## config.mk

```make
export PLATFORM = sky130hd
export DESIGN_NAME = dcs_codec_dev_flat
export DESIGN_NICKNAME = d
export VERILOG_FILES = /design/src/shared/dcs_pkg.sv /design/src/shared/dcs_codec_serial_port_if.sv /design/src/logic/dcs_codec_dev.sv /design/src/flat_wrapper.sv
export SDC_FILE = /design/constraint.sdc
export NUM_CORES = 1
export LEC_CHECK = 0
export BUFFER_PORTS_ARGS = -buffer_cell sky130_fd_sc_hd__buf_2
export CORE_ASPECT_RATIO = 0.5
export CORE_MARGIN = 10
export CORE_UTILIZATION = 58
export CTS_CLUSTER_DIAMETER = 120
export DETAILED_ROUTE_END_ITERATION = 12
export HOLD_SLACK_MARGIN = 0.12
export PLACE_DENSITY = 0.86
export SLEW_MARGIN = 20
export SYNTH_ARGS = -nofsm -noshare
export SYNTH_HDL_FRONTEND = slang
export SYNTH_SLANG_ARGS = --single-unit
```

## constraint.sdc

```tcl
create_clock -name sys_clk_i -period 7.7 [get_ports sys_clk_i]
set_input_delay 0.77 -clock sys_clk_i [delete_from_list [all_inputs] [get_ports sys_clk_i]]
set_output_delay 0.77 -clock sys_clk_i [all_outputs]
set_load 0.02 [all_outputs]
```

## src/shared/dcs_pkg.sv

```systemverilog
// Shared constants, types and decode helpers of the dual codec serial port
package dcs_pkg;
   localparam int NBLK    = 2;
   localparam int NREG    = 8;
   localparam int WORD_W  = 16;
   localparam int CHAIN_W = 32;

   // Control register indices
   localparam logic [2:0] REG_SMODE = 3'h0;  // serial_mode_control
   localparam logic [2:0] REG_CLK   = 3'h1;  // clock_rate_control
   localparam logic [2:0] REG_PWR   = 3'h2;  // power_reference_control
   localparam logic [2:0] REG_OUT   = 3'h3;  // output_gain_mute_control
   localparam logic [2:0] REG_E     = 3'h4;
   localparam logic [2:0] REG_ATAP  = 3'h5;  // analog_tap_control
   localparam logic [2:0] REG_DT_HI = 3'h6;  // digital_tap_upper
   localparam logic [2:0] REG_DT_LO = 3'h7;  // digital_tap_lower
   localparam logic [7:0] REG_RESET = 8'h00;

   // Field positions
   localparam int SM_DATA_BIT   = 0;
   localparam int SM_MIXED_BIT  = 1;
   localparam int CK_SRATE_LSB  = 0;
   localparam int CK_SDIV_LSB   = 2;
   localparam int CK_MCD_LSB    = 4;
   localparam int PW_ATAP_BIT   = 1;
   localparam int PW_BUFFERED_REFERENCE_PIN_BIT = 6;
   localparam int PW_HREF_BIT   = 7;
   localparam int OUT_GAIN_LSB  = 4;
   localparam int OUT_MUTE_BIT  = 7;
   localparam int AT_COEF_LSB   = 0;
   localparam int AT_EN_BIT     = 5;
   localparam int AT_MUTE_BIT   = 7;
   localparam int CW_CTRL_BIT   = 15;
   localparam int CW_RW_BIT     = 14;
   localparam int CW_DEV_LSB    = 11;
   localparam int CW_REG_LSB    = 8;

   // Timing: shortest sclk half period in system cycles
   localparam logic [5:0] MIN_HALF    = 6'h02;
   localparam int         SAMPLE_BASE = 256;
   localparam logic [5:0] LAST_BIT    = 6'h1F;
   localparam logic [5:0] WORD_LAST   = 6'h0F;

   typedef enum logic [1:0] {
      DCS_MODE_CTRL  = 2'b00,
      DCS_MODE_DATA  = 2'b01,
      DCS_MODE_MIXED = 2'b11
   } dcs_mode_t;

   typedef enum logic {
      DCS_IDLE  = 1'b0,
      DCS_SHIFT = 1'b1
   } dcs_state_t;

   function automatic dcs_mode_t dcs_mode_f(input logic [7:0] r);
      if (!r[SM_DATA_BIT])
         return DCS_MODE_CTRL;
      else if (r[SM_MIXED_BIT])
         return DCS_MODE_MIXED;
      else
         return DCS_MODE_DATA;
   endfunction

   // Master clock divider: codes 5 to 7 fall back to divide by one
   function automatic logic [2:0] dcs_mcd_f(input logic [7:0] r);
      logic [2:0] c;
      c = r[CK_MCD_LSB +: 3];
      if (c <= 3'h4)
         return 3'(c + 3'h1);
      else
         return 3'h1;
   endfunction

   // Sclk half period in system cycles; clamped since sys_clk is the fastest edge
   function automatic logic [5:0] dcs_half_f(input logic [7:0] r);
      logic [5:0] prod;
      prod = 6'(dcs_mcd_f(r)) * 6'(4'h8 >> r[CK_SDIV_LSB +: 2]);
      if ((prod >> 1) < MIN_HALF)
         return MIN_HALF;
      else
         return 6'(prod >> 1);
   endfunction
endpackage

```

## src/shared/dcs_codec_serial_port_if.sv

```systemverilog
// Serial link between the dual codec and its host
`timescale 1ns/100ps
`default_nettype none
interface dcs_codec_serial_port_if;
   logic sclk;
   logic fs;
   logic sdo;
   logic sdi;
   modport dev  (output sclk, output fs, output sdo, input sdi);
   modport host (input sclk, input fs, input sdo, output sdi);
endinterface
`default_nettype wire

```

## src/logic/dcs_codec_dev.sv

```systemverilog
// Dual codec end: serial master, register banks and gain tap controls
`timescale 1ns/100ps
`default_nettype none
module dcs_codec_dev #(
   parameter int SAMPLE_DIV = dcs_pkg::SAMPLE_BASE
) (
   input  wire logic                   sys_clk_i,
   input  wire logic                   reset_i,
   dcs_codec_serial_port_if.dev                    codec_serial_port,
   input  wire logic [1:0][15:0]       adc_sample_i,
   input  wire logic [1:0]             mod_bit_i,
   input  wire logic [1:0][15:0]       interp_i,
   output logic      [1:0][2:0]        out_gain_o,
   output logic      [1:0]             out_mute_o,
   output logic      [1:0]             high_ref_o,
   output logic      [1:0]             reference_out_enable_o,
   output logic      [1:0][5:0]        atap_gain_o,
   output logic      [1:0]             atap_connect_o,
   output logic      [1:0][15:0]       dac_word_o,
   output logic      [1:0]             dac_load_o,
   output logic      [1:0][15:0]       dtap_coef_o,
   output logic      [1:0][15:0]       dtap_sum_o
);
   import dcs_pkg::*;

   logic [7:0]       regs_r    [NBLK][NREG];
   logic [7:0]       regs_nxt  [NBLK][NREG];
   logic [31:0]      chain_r, chain_nxt;
   dcs_state_t       state_r, state_nxt;
   logic [5:0]       half_cnt_r, half_cnt_nxt;
   logic [5:0]       bit_r, bit_nxt;
   logic             sclk_r, sclk_nxt;
   logic             fs_r, fs_nxt;
   logic             sdo_r, sdo_nxt;
   logic [15:0]      smp_cnt_r, smp_cnt_nxt;
   logic [1:0]       rb_valid_r, rb_valid_nxt;
   logic [1:0][15:0] rb_word_r, rb_word_nxt;
   logic [1:0]       pend_hi_r, pend_hi_nxt;
   logic [1:0]       pend_lo_r, pend_lo_nxt;
   logic [1:0][15:0] dtap_r, dtap_nxt;
   logic [1:0][15:0] dac_r, dac_nxt;
   logic [1:0]       dac_load_r, dac_load_nxt;
   logic [1:0][15:0] sum_r, sum_nxt;
   logic [1:0][5:0]  atg_r, atg_nxt;
   logic [1:0]       atc_r, atc_nxt;
   logic [5:0]       half;
   logic [15:0]      smp_lim;
   logic             smp_evt;

   always_comb begin
      logic [15:0] w;
      logic [4:0]  cf;
      dcs_mode_t   m;
      w = 16'h0000;
      cf = 5'h00;
      m = DCS_MODE_CTRL;
      regs_nxt = regs_r;
      chain_nxt = chain_r;
      state_nxt = state_r;
      half_cnt_nxt = half_cnt_r;
      bit_nxt = bit_r;
      sclk_nxt = sclk_r;
      fs_nxt = fs_r;
      sdo_nxt = sdo_r;
      rb_valid_nxt = rb_valid_r;
      rb_word_nxt = rb_word_r;
      pend_hi_nxt = pend_hi_r;
      pend_lo_nxt = pend_lo_r;
      dtap_nxt = dtap_r;
      dac_nxt = dac_r;
      dac_load_nxt = 2'b00;
      // Both blocks run on block 0 clock settings; host keeps them equal
      half = dcs_half_f(regs_r[0][REG_CLK]);
      smp_lim = 16'(dcs_mcd_f(regs_r[0][REG_CLK]))
              * 16'(16'(SAMPLE_DIV) << (2'h3 - regs_r[0][REG_CLK][CK_SRATE_LSB +: 2]));
      smp_evt = (smp_cnt_r >= 16'(smp_lim - 16'h0001));
      smp_cnt_nxt = smp_evt ? 16'h0000 : 16'(smp_cnt_r + 16'h0001);
      unique case (state_r)
         DCS_IDLE: begin
            // A late sample event during a frame is dropped, not queued
            if (smp_evt) begin
               for (int b = 0; b < NBLK; b++) begin
                  m = dcs_mode_f(regs_r[b][REG_SMODE]);
                  if (rb_valid_r[b])
                     w = rb_word_r[b];
                  else if (m == DCS_MODE_MIXED)
                     w = {1'b0, adc_sample_i[b][15:1]};
                  else if (m == DCS_MODE_DATA)
                     w = adc_sample_i[b];
                  else
                     w = 16'h0000;
                  chain_nxt[16*b +: 16] = w;
               end
               rb_valid_nxt = 2'b00;
               sdo_nxt = chain_nxt[31];
               fs_nxt = 1'b1;
               bit_nxt = 6'h00;
               half_cnt_nxt = 6'h00;
               sclk_nxt = 1'b0;
               state_nxt = DCS_SHIFT;
            end
         end
         DCS_SHIFT: begin
            half_cnt_nxt = 6'(half_cnt_r + 6'h01);
            if (half_cnt_r >= 6'(half - 6'h01)) begin
               half_cnt_nxt = 6'h00;
               sclk_nxt = ~sclk_r;
               if (sclk_r) begin
                  // Falling edge: sample input, present next output bit
                  chain_nxt = {chain_r[30:0], codec_serial_port.sdi};
                  sdo_nxt = chain_r[30];
                  bit_nxt = 6'(bit_r + 6'h01);
                  fs_nxt = (bit_r == WORD_LAST);
                  if (bit_r == LAST_BIT) begin
                     state_nxt = DCS_IDLE;
                     fs_nxt = 1'b0;
                     sdo_nxt = 1'b0;
                     for (int b = 0; b < NBLK; b++) begin
                        w = chain_nxt[16*b +: 16];
                        m = dcs_mode_f(regs_r[b][REG_SMODE]);
                        if (m == DCS_MODE_DATA) begin
                           dac_nxt[b] = w;
                           dac_load_nxt[b] = 1'b1;
                        end else if (m == DCS_MODE_MIXED && !w[CW_CTRL_BIT]) begin
                           dac_nxt[b] = {w[14:0], 1'b0};
                           dac_load_nxt[b] = 1'b1;
                        end else if (w[CW_CTRL_BIT]
                                     && w[CW_DEV_LSB +: 3] == 3'h0) begin
                           if (w[CW_RW_BIT]) begin
                              rb_valid_nxt[b] = 1'b1;
                              rb_word_nxt[b] = {w[15:8], regs_r[b][w[CW_REG_LSB +: 3]]};
                           end else begin
                              regs_nxt[b][w[CW_REG_LSB +: 3]] = w[7:0];
                              // Rate change restarts sample timing, no frame at once
                              if (b == 0 && w[CW_REG_LSB +: 3] == REG_CLK)
                                 smp_cnt_nxt = 16'h0000;
                              if (w[CW_REG_LSB +: 3] == REG_DT_HI)
                                 pend_hi_nxt[b] = 1'b1;
                              if (w[CW_REG_LSB +: 3] == REG_DT_LO)
                                 pend_lo_nxt[b] = 1'b1;
                              if (pend_hi_nxt[b] && pend_lo_nxt[b]) begin
                                 dtap_nxt[b] = {regs_nxt[b][REG_DT_HI],
                                                regs_nxt[b][REG_DT_LO]};
                                 pend_hi_nxt[b] = 1'b0;
                                 pend_lo_nxt[b] = 1'b0;
                              end
                           end
                        end
                     end
                  end
               end
            end
         end
      endcase
      for (int b = 0; b < NBLK; b++) begin
         sum_nxt[b] = mod_bit_i[b] ? 16'(interp_i[b] + dtap_r[b])
                                   : 16'(interp_i[b] - dtap_r[b]);
         cf = regs_r[b][REG_ATAP][AT_COEF_LSB +: 5];
         if (!regs_r[b][REG_PWR][PW_ATAP_BIT] || regs_r[b][REG_ATAP][AT_MUTE_BIT])
            atg_nxt[b] = 6'h00;
         else if (!cf[4])
            atg_nxt[b] = 6'(6'h10 - {1'b0, cf});
         else
            atg_nxt[b] = 6'(6'h0F - {1'b0, cf});
         atc_nxt[b] = regs_r[b][REG_PWR][PW_ATAP_BIT]
                    & regs_r[b][REG_ATAP][AT_EN_BIT];
      end
   end

   always_ff @(posedge sys_clk_i) begin
      if (reset_i) begin
         for (int b = 0; b < NBLK; b++) begin
            for (int r = 0; r < NREG; r++) begin
               regs_r[b][r] <= REG_RESET;
            end
         end
         chain_r <= 32'h0000_0000;
         state_r <= DCS_IDLE;
         half_cnt_r <= 6'h00;
         bit_r <= 6'h00;
         sclk_r <= 1'b0;
         fs_r <= 1'b0;
         sdo_r <= 1'b0;
         smp_cnt_r <= 16'h0000;
         rb_valid_r <= 2'b00;
         rb_word_r <= '0;
         pend_hi_r <= 2'b00;
         pend_lo_r <= 2'b00;
         dtap_r <= '0;
         dac_r <= '0;
         dac_load_r <= 2'b00;
         sum_r <= '0;
         atg_r <= '0;
         atc_r <= 2'b00;
      end else begin
         regs_r <= regs_nxt;
         chain_r <= chain_nxt;
         state_r <= state_nxt;
         half_cnt_r <= half_cnt_nxt;
         bit_r <= bit_nxt;
         sclk_r <= sclk_nxt;
         fs_r <= fs_nxt;
         sdo_r <= sdo_nxt;
         smp_cnt_r <= smp_cnt_nxt;
         rb_valid_r <= rb_valid_nxt;
         rb_word_r <= rb_word_nxt;
         pend_hi_r <= pend_hi_nxt;
         pend_lo_r <= pend_lo_nxt;
         dtap_r <= dtap_nxt;
         dac_r <= dac_nxt;
         dac_load_r <= dac_load_nxt;
         sum_r <= sum_nxt;
         atg_r <= atg_nxt;
         atc_r <= atc_nxt;
      end
   end

   assign codec_serial_port.sclk = sclk_r;
   assign codec_serial_port.fs = fs_r;
   assign codec_serial_port.sdo = sdo_r;

   always_comb begin
      for (int b = 0; b < NBLK; b++) begin
         out_gain_o[b] = regs_r[b][REG_OUT][OUT_GAIN_LSB +: 3];
         out_mute_o[b] = regs_r[b][REG_OUT][OUT_MUTE_BIT];
         high_ref_o[b] = regs_r[b][REG_PWR][PW_HREF_BIT];
         reference_out_enable_o[b] = regs_r[b][REG_PWR][PW_BUFFERED_REFERENCE_PIN_BIT];
      end
   end

   assign atap_gain_o = atg_r;
   assign atap_connect_o = atc_r;
   assign dac_word_o = dac_r;
   assign dac_load_o = dac_load_r;
   assign dtap_coef_o = dtap_r;
   assign dtap_sum_o = sum_r;
endmodule
`default_nettype wire

```

## src/flat_wrapper.sv

```systemverilog
// flat-port wrapper written by rule: the top's interface ports become plain ports
module dcs_codec_dev_flat import dcs_pkg::*;
#(
   parameter int SAMPLE_DIV = dcs_pkg::SAMPLE_BASE
)
  (sys_clk_i, reset_i, adc_sample_i, mod_bit_i, interp_i, out_gain_o, out_mute_o, high_ref_o, reference_out_enable_o, atap_gain_o, atap_connect_o, dac_word_o, dac_load_o, dtap_coef_o, dtap_sum_o, codec_serial_port_sclk, codec_serial_port_fs, codec_serial_port_sdo, codec_serial_port_sdi);
  dcs_codec_serial_port_if codec_serial_port_i ();
  input  wire logic sys_clk_i;
  input  wire logic reset_i;
  input  wire logic [1:0][15:0] adc_sample_i;
  input  wire logic [1:0] mod_bit_i;
  input  wire logic [1:0][15:0] interp_i;
  output logic      [1:0][2:0] out_gain_o;
  output logic      [1:0] out_mute_o;
  output logic      [1:0] high_ref_o;
  output logic      [1:0] reference_out_enable_o;
  output logic      [1:0][5:0] atap_gain_o;
  output logic      [1:0] atap_connect_o;
  output logic      [1:0][15:0] dac_word_o;
  output logic      [1:0] dac_load_o;
  output logic      [1:0][15:0] dtap_coef_o;
  output logic      [1:0][15:0] dtap_sum_o;
  output wire logic [$bits(codec_serial_port_i.sclk)-1:0] codec_serial_port_sclk;
  output wire logic [$bits(codec_serial_port_i.fs)-1:0] codec_serial_port_fs;
  output wire logic [$bits(codec_serial_port_i.sdo)-1:0] codec_serial_port_sdo;
  input wire logic [$bits(codec_serial_port_i.sdi)-1:0] codec_serial_port_sdi;
  assign codec_serial_port_sclk = codec_serial_port_i.sclk;
  assign codec_serial_port_fs = codec_serial_port_i.fs;
  assign codec_serial_port_sdo = codec_serial_port_i.sdo;
  assign codec_serial_port_i.sdi = codec_serial_port_sdi;
  dcs_codec_dev #(.SAMPLE_DIV(SAMPLE_DIV)) u_core (.sys_clk_i(sys_clk_i), .reset_i(reset_i), .codec_serial_port(codec_serial_port_i), .adc_sample_i(adc_sample_i), .mod_bit_i(mod_bit_i), .interp_i(interp_i), .out_gain_o(out_gain_o), .out_mute_o(out_mute_o), .high_ref_o(high_ref_o), .reference_out_enable_o(reference_out_enable_o), .atap_gain_o(atap_gain_o), .atap_connect_o(atap_connect_o), .dac_word_o(dac_word_o), .dac_load_o(dac_load_o), .dtap_coef_o(dtap_coef_o), .dtap_sum_o(dtap_sum_o));
endmodule
```

-- Word level (Yosys, flattened, before mapping)
Index checks and enable logic that the tools add are counted.
- add/subtract/negate cells: 15
- $mul: 2
- $lt $le $gt $ge: 8
- equality and inequality tests: 27
- shift-type cells: 2
- mux-type cells: 139
- bitwise operators: 14
- reduce and logical (&&, ||, !) cells: 33
- operator list (kind ; count):
    $mux W16 ; 22
    $bwmux W64 ; 2
    $mux W31 ; 3
    $mux W1 ; 66
    $pmux W31 S2 ; 1
    $bmux W8 S3 ; 2
    $demux W8 S3 ; 2
    $mux W8 ; 6
    $reduce_and A8 Y1 ; 6
    $mux W2 ; 20
    $mux W6 ; 6
    $add A16 B16 Y16 ; 2
    $sub A16 B16 Y16 ; 2
    $pmux W6 S2 ; 2
    $ne A2 B2 Y1 const B ; 9
    $reduce_and A9 Y1 ; 2
    $add A16 B1 Y16 const B ; 1
    $ge A16 B16 Y1 ; 1
    $mul A3 B16 Y16 ; 1
    $shl A9 B2 Y16 const A ; 1
    $sub A16 B1 Y16 const B ; 1
    $add A6 B1 Y6 const B ; 2
    $eq A3 B3 Y1 const B ; 4
    $sub A4 B5 Y6 const A ; 2
    other kinds (34) ; 74
- register bits: 341
- input bits: 69
- output and inout port bits: 127
- word-level logic and storage cells: 282

-- Logic depth before layout (Yosys ltp)
Gate-level depths: netlist of run 1.
- depth in word-level cells: 19
- mapped depth: 29

-- Least setup slack after synthesis of run 1
Ideal clock, no wire load.
- kind: reg-to-reg
- start: register u_core.regs_r[116] (netlist bit)
- end: register u_core.regs_r, in the netlist u_core.out_gain_o[3]
- setup time: 0.128 ns
- data arrival time: 5.221 ns
- slack: 2.351 ns
- cell stages (with the launch flop): 28
- buffers on the path: 3
- path through: dfxtp_1 inv_1 ha_1 and2_1 clkbuf_1 nand2_1 fa_1 inv_1 ha_1 a21o_1 a21oi_1 xor2_1 xnor2_1 nand3_1 o21ai_0 ha_1 nand3_1 xnor2_1 ha_1 a21o_1 a21oi_1 nor2_1 a21o_1 buf_2 buf_1 nand3_2 mux2i_1 nor2_1
- word-level cells in the longest chain between the ends: 8
- elaborated cells on any way between the ends: 9
- those cells by class: add/sub: 2; mul: 1; order compare: 3; mux: 2; reduce/logical: 1
- ends and longest elaborated chain (what ; RTL line ; text):
    from (decl) ; dcs_codec_dev.sv:26 ; logic [7:0] regs_r [NBLK][NREG];
    from (signal assigned) ; dcs_codec_dev.sv:196 ; regs_r <= regs_nxt;
    $add A3 B1 Y3 or $le A3 B3 Y1 (tied branches) ; dcs_pkg.sv:69, dcs_pkg.sv:68 ;
    $mux W3 * ; dcs_pkg.sv:68 ; if (c <= 3'h4)
    $mul A3 B6 Y6 * ; dcs_pkg.sv:77 ; prod = 6'(dcs_mcd_f(r)) * 6'(4'h8 >> r[CK_SDIV_LSB +: 2]);
    $lt A5 B2 Y1 ; dcs_pkg.sv:78 ; if ((prod >> 1) < MIN_HALF)
    $mux W5 * ; dcs_pkg.sv:78 ;
    $sub A6 B1 Y6 * ; dcs_codec_dev.sv:105 ; if (half_cnt_r >= 6'(half - 6'h01)) begin
    $ge A6 B6 Y1 * ; dcs_codec_dev.sv:105 ;
    $reduce_and A8 Y1 (no line) * ; n/a ;
Mark *: on every way between the ends. The rest lies on a longest branch, timed or not.
A chain may end at the register's enable or synchronous reset.

-- Worst setup path after layout of run 1
- start: register u_core.regs_r[116] (netlist bit)
- end: register u_core.smp_cnt_r[15]
- word-level cells in the longest chain between the ends: 15
- elaborated cells on any way between the ends: 21
- those cells by class: add/sub: 3; mul: 2; order compare: 4; mux: 12
- ends and longest elaborated chain (what ; RTL line ; text):
    $add A3 B1 Y3 or $le A3 B3 Y1 (tied branches) ; dcs_pkg.sv:69, dcs_pkg.sv:68 ;
    $mux W3 * ; dcs_pkg.sv:68 ;
    $mul A3 B16 Y16 ; dcs_codec_dev.sv:75 ; * 16'(16'(SAMPLE_DIV) << (2'h3 - regs_r[0][REG_CLK][CK_SRATE_LSB +: 2]));
    $sub A16 B1 Y16 ; dcs_codec_dev.sv:76 ; smp_evt = (smp_cnt_r >= 16'(smp_lim - 16'h0001));
    $ge A16 B16 Y1 ; dcs_codec_dev.sv:76 ;
    $mux W16 ; dcs_codec_dev.sv:77 ; smp_cnt_nxt = smp_evt ? 16'h0000 : 16'(smp_cnt_r + 16'h0001);
    $mux W16 ; dcs_codec_dev.sv:135 ; if (b == 0 && w[CW_REG_LSB +: 3] == REG_CLK)
    $mux W16 ; dcs_codec_dev.sv:129 ; if (w[CW_RW_BIT]) begin
    $mux W16 ; dcs_codec_dev.sv:127 ; end else if (w[CW_CTRL_BIT]
    $mux W16 ; dcs_codec_dev.sv:124 ; end else if (m == DCS_MODE_MIXED && !w[CW_CTRL_BIT]) begin
    $mux W16 ; dcs_codec_dev.sv:121 ; if (m == DCS_MODE_DATA) begin
    $mux W16 ; dcs_codec_dev.sv:114 ; if (bit_r == LAST_BIT) begin
    $mux W16 ; dcs_codec_dev.sv:108 ; if (sclk_r) begin
    $mux W16 ; dcs_codec_dev.sv:105 ;
    $mux W16 * ; dcs_codec_dev.sv:78 ; unique case (state_r)
    to (signal assigned) ; dcs_codec_dev.sv:204 ; smp_cnt_r <= smp_cnt_nxt;
    to (decl) ; dcs_codec_dev.sv:35 ; logic [15:0] smp_cnt_r, smp_cnt_nxt;
Marks and branches as above.

==> results.md, run 1 <==
* CP Launch Point: u_core.regs_r[116]$_SDFFE_PP0P_
* Maximum number of pins on one net before global-route repair at approximately 210
* Die width at ~270 um
* DR DRC count at 0
* Core Rows at 45
* Hold Path Origin: u_core.rb_word_r[18]$_SDFFE_PP0P_
* Nature of the critical path endpoint: flop
* H-tree depth at 1
* Peak supply drop at ~0.00018 V
* Hold slack at around 0.46 ns
* GPL Wtd Cong at ~0.88
* Crit path kind: flop to flop
* Final nets at around 2.3k
* Pwr dens at roughly 170 nW/um^2
* Startpoint Class: flop
* Critical Path Fanout Max at 17
* Reg clk slew, reported paths at about 0.070 ns
* Slew HR at 0.240
* Ranking of synthesized cells by area: dfxtp_1, mux2i_1, nor2_1
* Fmax at ~0.15 GHz
* Pins Over Slew Limit at 0
* CTS tree: done
* WL/cell at 18.0 um
* DRT iter0 DRCs at approximately 1.3k
* Clock tree sinks at 341
* Final setup viols at 0
* Sum Neg Setup Slack at 0 ns
* Synthesized area per cell at 8.82 um^2
* Final design utilization at 0.659
* Hold Crit Class: flop to flop
* First-pass GRT wire length at roughly 76,000 um
* Cell Count, Final, Fillers Out at 2,601
* CP peak stage delay at slightly above 0.6 ns
* GRT Util Overall at 0.225
* Dominant synthesized flop cell: dfxtp_1
* Vias per std cell at 5.91
* Clock buffer depth at 3
* IO Count at slightly below 200
* Status: finished clean
* Worst Tran Pin Value at around 1.1 ns
* Total chip power at ~3.5 mW
* Placed inst area at 19,200 um^2
* Total gr overflow at 0
* Initial antenna violation count at 2
* Die area at ~40,000 um^2
* Flops & latches, synth at ~340
* Mapped cell area at 18,200 um^2
* Placed Cells at 2,544
* Fraction of layout instances using a drive strength above 1 at 0.157
* Yosys top cell by area: dfxtp_1
* Remaining antenna violation count at 0
* Area Overhead vs Synth at 11.1%
* Post-DP HPWL at roughly 32,000 um
* Final wirelength at 46,800 um
* Commonest non-fill, non-tap cells in the layout: dfxtp_1, nor2_1, mux2i_1, buf_2, nand2_1
* Worst skew pair latency at approximately 0.57 ns
* Worst path top cell family by delay: compound AO/OA/AOI/OAI gates
* RSZ-0062 raised after global routing: no
* DRT Pass-1 Iters at 6
* Post-route cell area at around 20,000 um^2
* Slowest cell on crit path: fa_1
* Post-synth EDFFs at 0
* Total CTS buffers at 31
* Lkg Pwr at roughly 9.0 nW
* Root Driver: clkbuf_16
* Fin worst setup slack at ~1.2 ns
* Die height at about 150 um
* Post-CTS setup buffer count at 0
* Final Hold Fails at 0
* Arr. time, crit path at 6.97 ns
* Most used cell, CP: ha_1
* Most common cell after layout, fill and taps aside: dfxtp_1
* Clk_skew at approximately 0.012 ns
* Critical path buffers and inverters at 2
* Top cell type's share of synthesized area at 0.375
* Vias at 15.4k
* YS warnings at 0
* Place WS at between 1 and 1.5 ns
* Starting Density at 0.594
* Max-cap violations at 0
* Cts hold-fix bufs at 0
* Port bufs at a little under 200
* Distinct cells, synth at 72
* Critical Path, Cell by Cell: ha_1, inv_1, o21ai_1, nand2_1, fa_1, inv_1, ha_1, a21o_1, a21oi_1, xor2_1, xnor2_1, nand3_1, o21ai_0, ha_1, nand3_1, xnor2_1, ha_1, a21o_1, a21oi_1, nor2_1, a21o_1, nand3_1, nand2_1, nor2_1
* Mapped Cells at between 2k and 2.5k
* Mapped Nets at roughly 2.2k
* Fin crit share at 0.848
* Core area at between 30,000 and 40,000 um^2
* Minimum clock period at 6.53 ns
* Post-CTS sizing at 0
* Vias in the first global route at about 15k
* Worst path required time at 8.14 ns
* Reg2reg start: u_core.regs_r[116]$_SDFFE_PP0P_
* Sequential area share after synthesis at 0.375
* Ys async rst share at 0
-- flip-flops by register name, indices dropped and copies added (netlist names) --
register / cells
u_core.regs_r: 116
u_core.dac_word_o: 32
u_core.dtap_coef_o: 32
u_core.dtap_sum_o: 32
u_core.rb_word_r: 32
u_core.chain_r: 31
u_core.smp_cnt_r: 16
u_core.atap_gain_o: 12
u_core.bit_r: 6
u_core.half_cnt_r: 6
u_core.out_gain_o: 6
u_core.atap_connect_o: 2
u_core.dac_load_o: 2
u_core.high_ref_o: 2
u_core.out_mute_o: 2
u_core.pend_hi_r: 2
u_core.pend_lo_r: 2
u_core.rb_valid_r: 2
u_core.reference_out_enable_o: 2
u_core.codec_serial_port.fs: 1
u_core.codec_serial_port.sclk: 1
u_core.codec_serial_port.sdo: 1
u_core.state_r: 1
-- kinds of logic (layout without fill, tap and decap cells) --
group | Yosys count | in the layout | synth area share
xor+xnor | 81 | 81 | 0.0390
mux | 282 | 282 | 0.164
simple gates | 717 | 717 | 0.187
compound gates | 346 | 346 | 0.126
buf+inv | 216 | 329 | 0.0510
flops | 341 | 341 | 0.375
other cells | 1 | 3 | 0.000206
fa+ha+maj | 79 | 79 | 0.0576
-- final cells by class --
class / instances / area [um^2]
Tap cell: 423 / 529
Clock buffer: 37 / 808
Timing Repair Buffer: 213 / 1130
Fill cell: 2423 / 10400
Multi-Input combinational cell: 1506 / 10500
Clock inverter: 18 / 205
Antenna cell: 2 / 5.00
Inverter: 61 / 229
Sequential cell: 341 / 6830
-- cell usage after synthesis (all sizes together), types with 41 or more instances --
cell type and instances:
a211oi 51, a21oi 84, buf 48, clkbuf 107, dfxtp 341, ha 71, inv 61, mux2 43
mux2i 231, nand2 142, nand2b 41, nand3 58, nor2 317, o21ai 67, xor2 49
-- final timing paths --
kind                                       endpoint  slack (ns)  cells after the start
setup / recovery    u_core.smp_cnt_r[15]$_SDFF_PP0_        1.17                     24
hold reg to reg   u_core.rb_word_r[18]$_SDFFE_PP0P_        0.46                      2
hold / removal    u_core.rb_word_r[18]$_SDFFE_PP0P_        0.46                      2
setup reg to reg    u_core.smp_cnt_r[15]$_SDFF_PP0_        1.17                     24
-- power by group --
part           total [mW]  internal (mW)  leakage [nW]  switching, mW
clock                1.57          0.883         0.496          0.691
combinational       0.123         0.0456          5.76         0.0770
sequential           1.78           1.77          2.76        0.00322
-- worst reg2reg max path, delay by kind of cell (launching register included) --
family / cells / cell delay [ns]
AOI/OAI and AO/OA: 7 / 1.81
and+or+nand+nor: 7 / 1.81
adders and majority gates: 5 / 1.68
xor gates and xnor gates: 3 / 0.58
DFF: 1 / 0.42
buffers and inverters: 2 / 0.10
-- per-layer routing --
| layer | wire length (um) | vias to the layer above | GRT usage |
|---|---|---|---|
| met5 | 0 | - | 0 |
| met4 | 1970 | 0 | 0.101 |
| met3 | 2350 | 136 | 0.0349 |
| met2 | 23100 | 468 | 0.396 |
| met1 | 19400 | 7326 | 0.266 |
| li1 | - | 7432 | - |
No activity file was read; power rests on OpenSTA's default activity.
==> inputs of run 2 (changes only) <==
--- a/config.mk
+++ b/config.mk
@@ -5,6 +5,7 @@
 export SDC_FILE = /design/constraint.sdc
 export NUM_CORES = 1
 export LEC_CHECK = 0
+export ABC_AREA = 1
 export BUFFER_PORTS_ARGS = -buffer_cell sky130_fd_sc_hd__buf_2
 export CORE_ASPECT_RATIO = 0.5
 export CORE_MARGIN = 10
==> constraint.sdc (replaced) <==
create_clock -name sys_clk_i -period 6.4 [get_ports sys_clk_i]
set_input_delay 0.64 -clock sys_clk_i [delete_from_list [all_inputs] [get_ports sys_clk_i]]
set_output_delay 0.64 -clock sys_clk_i [all_outputs]
set_load 0.02 [all_outputs]
==> run 2 against run 1 <==
Synthesized cell count grew 43%. Non-clock buffer count fell by 3. Setup slack worse by 0.66 ns. Critical endpoint is now u_core.dtap_coef_o[3]$_SDFFE_PP0P_. Area after synthesis grew 6.1%. Largest power group is now clock. Core utilization fell by 1.0 points. Clock skew grew 0.026 ns. Sequential power rose by 20%. Flip-flop and latch count unchanged. Cell count increased by 35%. Sequential share of layout area shrank 1.9 points.
==> results.md, run 2 <==
* Port bufs at 195 (unchanged)
* Critical Path Fanout Max at 32 (+15)
* Starting Density at 0.586 (-0.00773)
* Largest register FFs at 116 (unchanged)
* Vias in the first global route at 17.4k (+17%)
* Slowest cell on crit path: nand4_2
* Top-count cell post-synth: nand2_1
* Post-route cell area at 21,400 um^2 (+5.8%)
* Max-cap violations at 0 (unchanged)
* Total gr overflow at 0 (unchanged)
* Pwr dens at 208 nW/um^2 (+21%)
* Post-DP HPWL at 38,700 um (+21%)
* Mapped cell area at 19,300 um^2 (+6.1%)
* Final nets at 3,194 (+39%)
* Status: finished clean
* Nature of the critical path endpoint: flop
* Peak supply drop at 0.000145 V (-20%)
* DRT iter0 DRCs at 2,415 (+83%)
* Ranking of synthesized cells by area: dfxtp_1, nand2_1, nor2_1
* Remaining antenna violation count at 0 (unchanged)
* Int Pwr at 3.46 mW (+28%)
* Dominant synthesized flop cell: dfxtp_1
* Minimum clock period at 5.90 ns (-0.636 ns)
* Mapped Nets at 3,102 (+40%)
* Flops & latches, synth at 341 (unchanged)
* Total CTS buffers at 34 (+9.7%)
* Reg with most FFs: u_core.regs_r
* DRT Pass-1 Iters at 8 (+2)
* CTS tree: done
* Pins Over Slew Limit at 0 (unchanged)
* Clock tree sinks at 341 (unchanged)
* Final wirelength at 54,800 um (+17%)
* Root Driver: clkbuf_16
* Most common cell after layout, fill and taps aside: nand2_1
* Maximum number of pins on one net before global-route repair at 134 (-35%)
* # diodes at 0 (-2)
* Clk_skew at 0.0377 ns (+0.0255 ns)
* Sw frac at 0.224 (+0.00147)
* Placed inst area at 20,200 um^2 (+5.3%)
* Area Overhead vs Synth at 10.8%
* Yosys top cell by area: dfxtp_1
* Placed Cells at 3,451 (+36%)
* Synthesized area per cell at 6.53 um^2 (-26%)
* Startpoint Class: flop
* Commonest non-fill, non-tap cells in the layout: nand2_1, nor2_1, inv_1, dfxtp_1, o21ai_0
* Clk pwr share at 0.484 (+0.031)
* Switch Pwr at 0.996 mW (+29%)
* Worst skew pair latency at 0.55 ns (-0.02 ns)
* Sequential Area at 6830 um^2 (unchanged)
* Sequential Power Share at 0.480 (-0.031)
* Vias per std cell at 5.48 (-7.3%)
* Worst Tran Pin Value at 0.989 ns (-0.149 ns)
* Fin crit share at 0.921 (+0.0730)
* Post-CTS sizing at 0 (unchanged)
* Core area at 32,900 um^2 (+7.5%)
* Fraction of layout instances using a drive strength above 1 at 0.0981 (-0.0586)
* Crit path kind: flop to flop
* Core Rows at 47 (+4.4%)
* Post-synth top cells: nand2_1, nor2_1, inv_1
* First-pass GRT wire length at 87,300 um (+15%)
* Fmax at 0.170 GHz (+11%)
* Worst path required time at 6.82 ns (-1.32 ns)
* YS warnings at 0 (unchanged)
* IO Count at 196 (unchanged)
* Die height at 149 um (+2.6%)
* Cell Count, Final, Fillers Out at 3,510 (+35%)
* Top cell type's share of synthesized area at 0.354 (-0.0216)
* Distinct cells, synth at 48 (-33%)
* Reg clk slew, reported paths at 0.07 ns (about the same)
* Initial antenna violation count at 0 (-2)
* Post-synth EDFFs at 0 (unchanged)
* Sequential area share after synthesis at 0.354 (-0.0216)
* Ys async rst share at 0 (unchanged)
* H-tree depth at 2 (+1)
* Mapped Cells at 2,954 (+43%)
* WL/cell at 15.6 um (-13%)
* Final setup viols at 0 (unchanged)
* Cts hold-fix bufs at 0 (unchanged)
* Arr. time, crit path at 6.31 ns (-0.66 ns)
* CP peak stage delay at 0.73 ns (+0.11 ns)
* Final Hold Fails at 0 (unchanged)
* Multi-input gate area at 10,200 um^2 (-2.2%)
* GRT Util Overall at 0.250 (+0.0251)
* Lkg Pwr at 10.8 nW (+19%)
* DR DRC count at 0 (unchanged)
* Slew HR at 0.341 (+0.101)
* Fillers at 2,945 (+22%)
* Vias at 19.2k (+25%)
* Hold Crit Class: input pin to flop
* GPL Wtd Cong at 0.919 (+4.2%)
* Die area at 41,400 um^2 (+5.5%)
* RSZ-0062 raised after global routing: yes
* Logic gate share of total power at 0.036 (about the same)
* Clock buffer depth at 3 (unchanged)
* Die width at 278 um (+2.8%)
run 2: cell types whose count changed in the layout (fill, tap and decap cells not counted), sizes merged, moves of 108 or more:
cell	change
inv	+335
nand3	+108
nor2	+133
mux2i	-231
nand2	+562
o21ai	+169
a21oi	+130
run 2: final timing paths:
kind / start / to / slack (ns) / depth (start not counted)
worst max-delay path: u_core.regs_r[116]$_SDFFE_PP0P_ / u_core.dtap_coef_o[3]$_SDFFE_PP0P_ / 0.50 / 29
worst min-delay path: reset_i / u_core.bit_r[4]$_SDFFE_PP0P_ / 0.39 / 2
worst max register to register: u_core.regs_r[116]$_SDFFE_PP0P_ / u_core.dtap_coef_o[3]$_SDFFE_PP0P_ / 0.50 / 29
worst min register to register: u_core.dac_word_o[26]$_SDFFE_PP0P_ / u_core.dac_word_o[26]$_SDFFE_PP0P_ / 0.44 / 2
run 2: logic make-up after synthesis:
logic type               after synthesis  share of synthesized area
XOR/XNOR                              52                     0.0236
flip-flops                           341                      0.354
adder cells (fa/ha/maj)               79                     0.0543
AND/OR/NAND/NOR                     1406                      0.310
other                                  1                   0.000194
AO/OA/AOI/OAI                        524                      0.142
buffers and inverters                551                      0.116
run 2: per-layer routing:
| metal | vias up | part of all wire | global-route usage |
|---|---|---|---|
| met2 | 772 | 0.47 | 0.428 |
| li1 | 9537 | - | - |
| met4 | 0 | 0.034 | 0.0949 |
| met3 | 142 | 0.073 | 0.0366 |
| met1 | 8770 | 0.42 | 0.316 |
| met5 | - | 0 | 0 |
run 2: layout make-up:
cell class                      count  area share
Clock buffer                       43      0.0433
Multi-Input combinational cell   2062       0.479
Tap cell                          441      0.0258
Sequential cell                   341       0.319
Timing Repair Buffer              210      0.0509
Clock inverter                     16      0.0119
Inverter                          397      0.0700
run 2: through the flow:
step / hold slack, ns / setup slack (ns) / setup TNS (ns) / total power [mW] / util
final: 0.389 / 0.504 / 0 / 4.45 / 0.649
after CTS: 0.379 / 0.626 / 0 / 4.47 / 0.649
after detailed placement: 0.433 / 0.727 / 0 / 2.34 / 0.613
after floorplan: 0.418 / 1.64 / 0 / 2.28 / -
after global placement: 0.430 / 1.02 / 0 / 2.34 / 0.613
after global routing: 0.398 / -0.00664 / -0.00664 / 4.57 / 0.649
run 2: repair_timing:
action / CTS / global route
buffers inserted: 0 / 0
hold endpoints to repair: 0 / 0
setup endpoints to repair: 0 / 1
run 2: power by group through the flow:
stage                     combinational, mW  sequential [mW]  clock [mW]
final                                 0.160             2.14        2.16
after floorplan                      0.0844             2.20           0
after CTS                             0.159             2.14        2.17
after global placement                0.155             2.18           0
after detailed placement              0.157             2.19           0
after global routing                  0.177             2.14        2.25
run 2: worst max-delay path: cells and delay by family, from the launching register on:
kind,cells,cell delay [ns]
adder cells (fa/ha/maj),6,1.71
AND/OR/NAND/NOR,14,2.32
XOR/XNOR,2,0.40
flip-flops,1,0.32
buffers and inverters,6,0.53
AO/OA/AOI/OAI,1,0.46
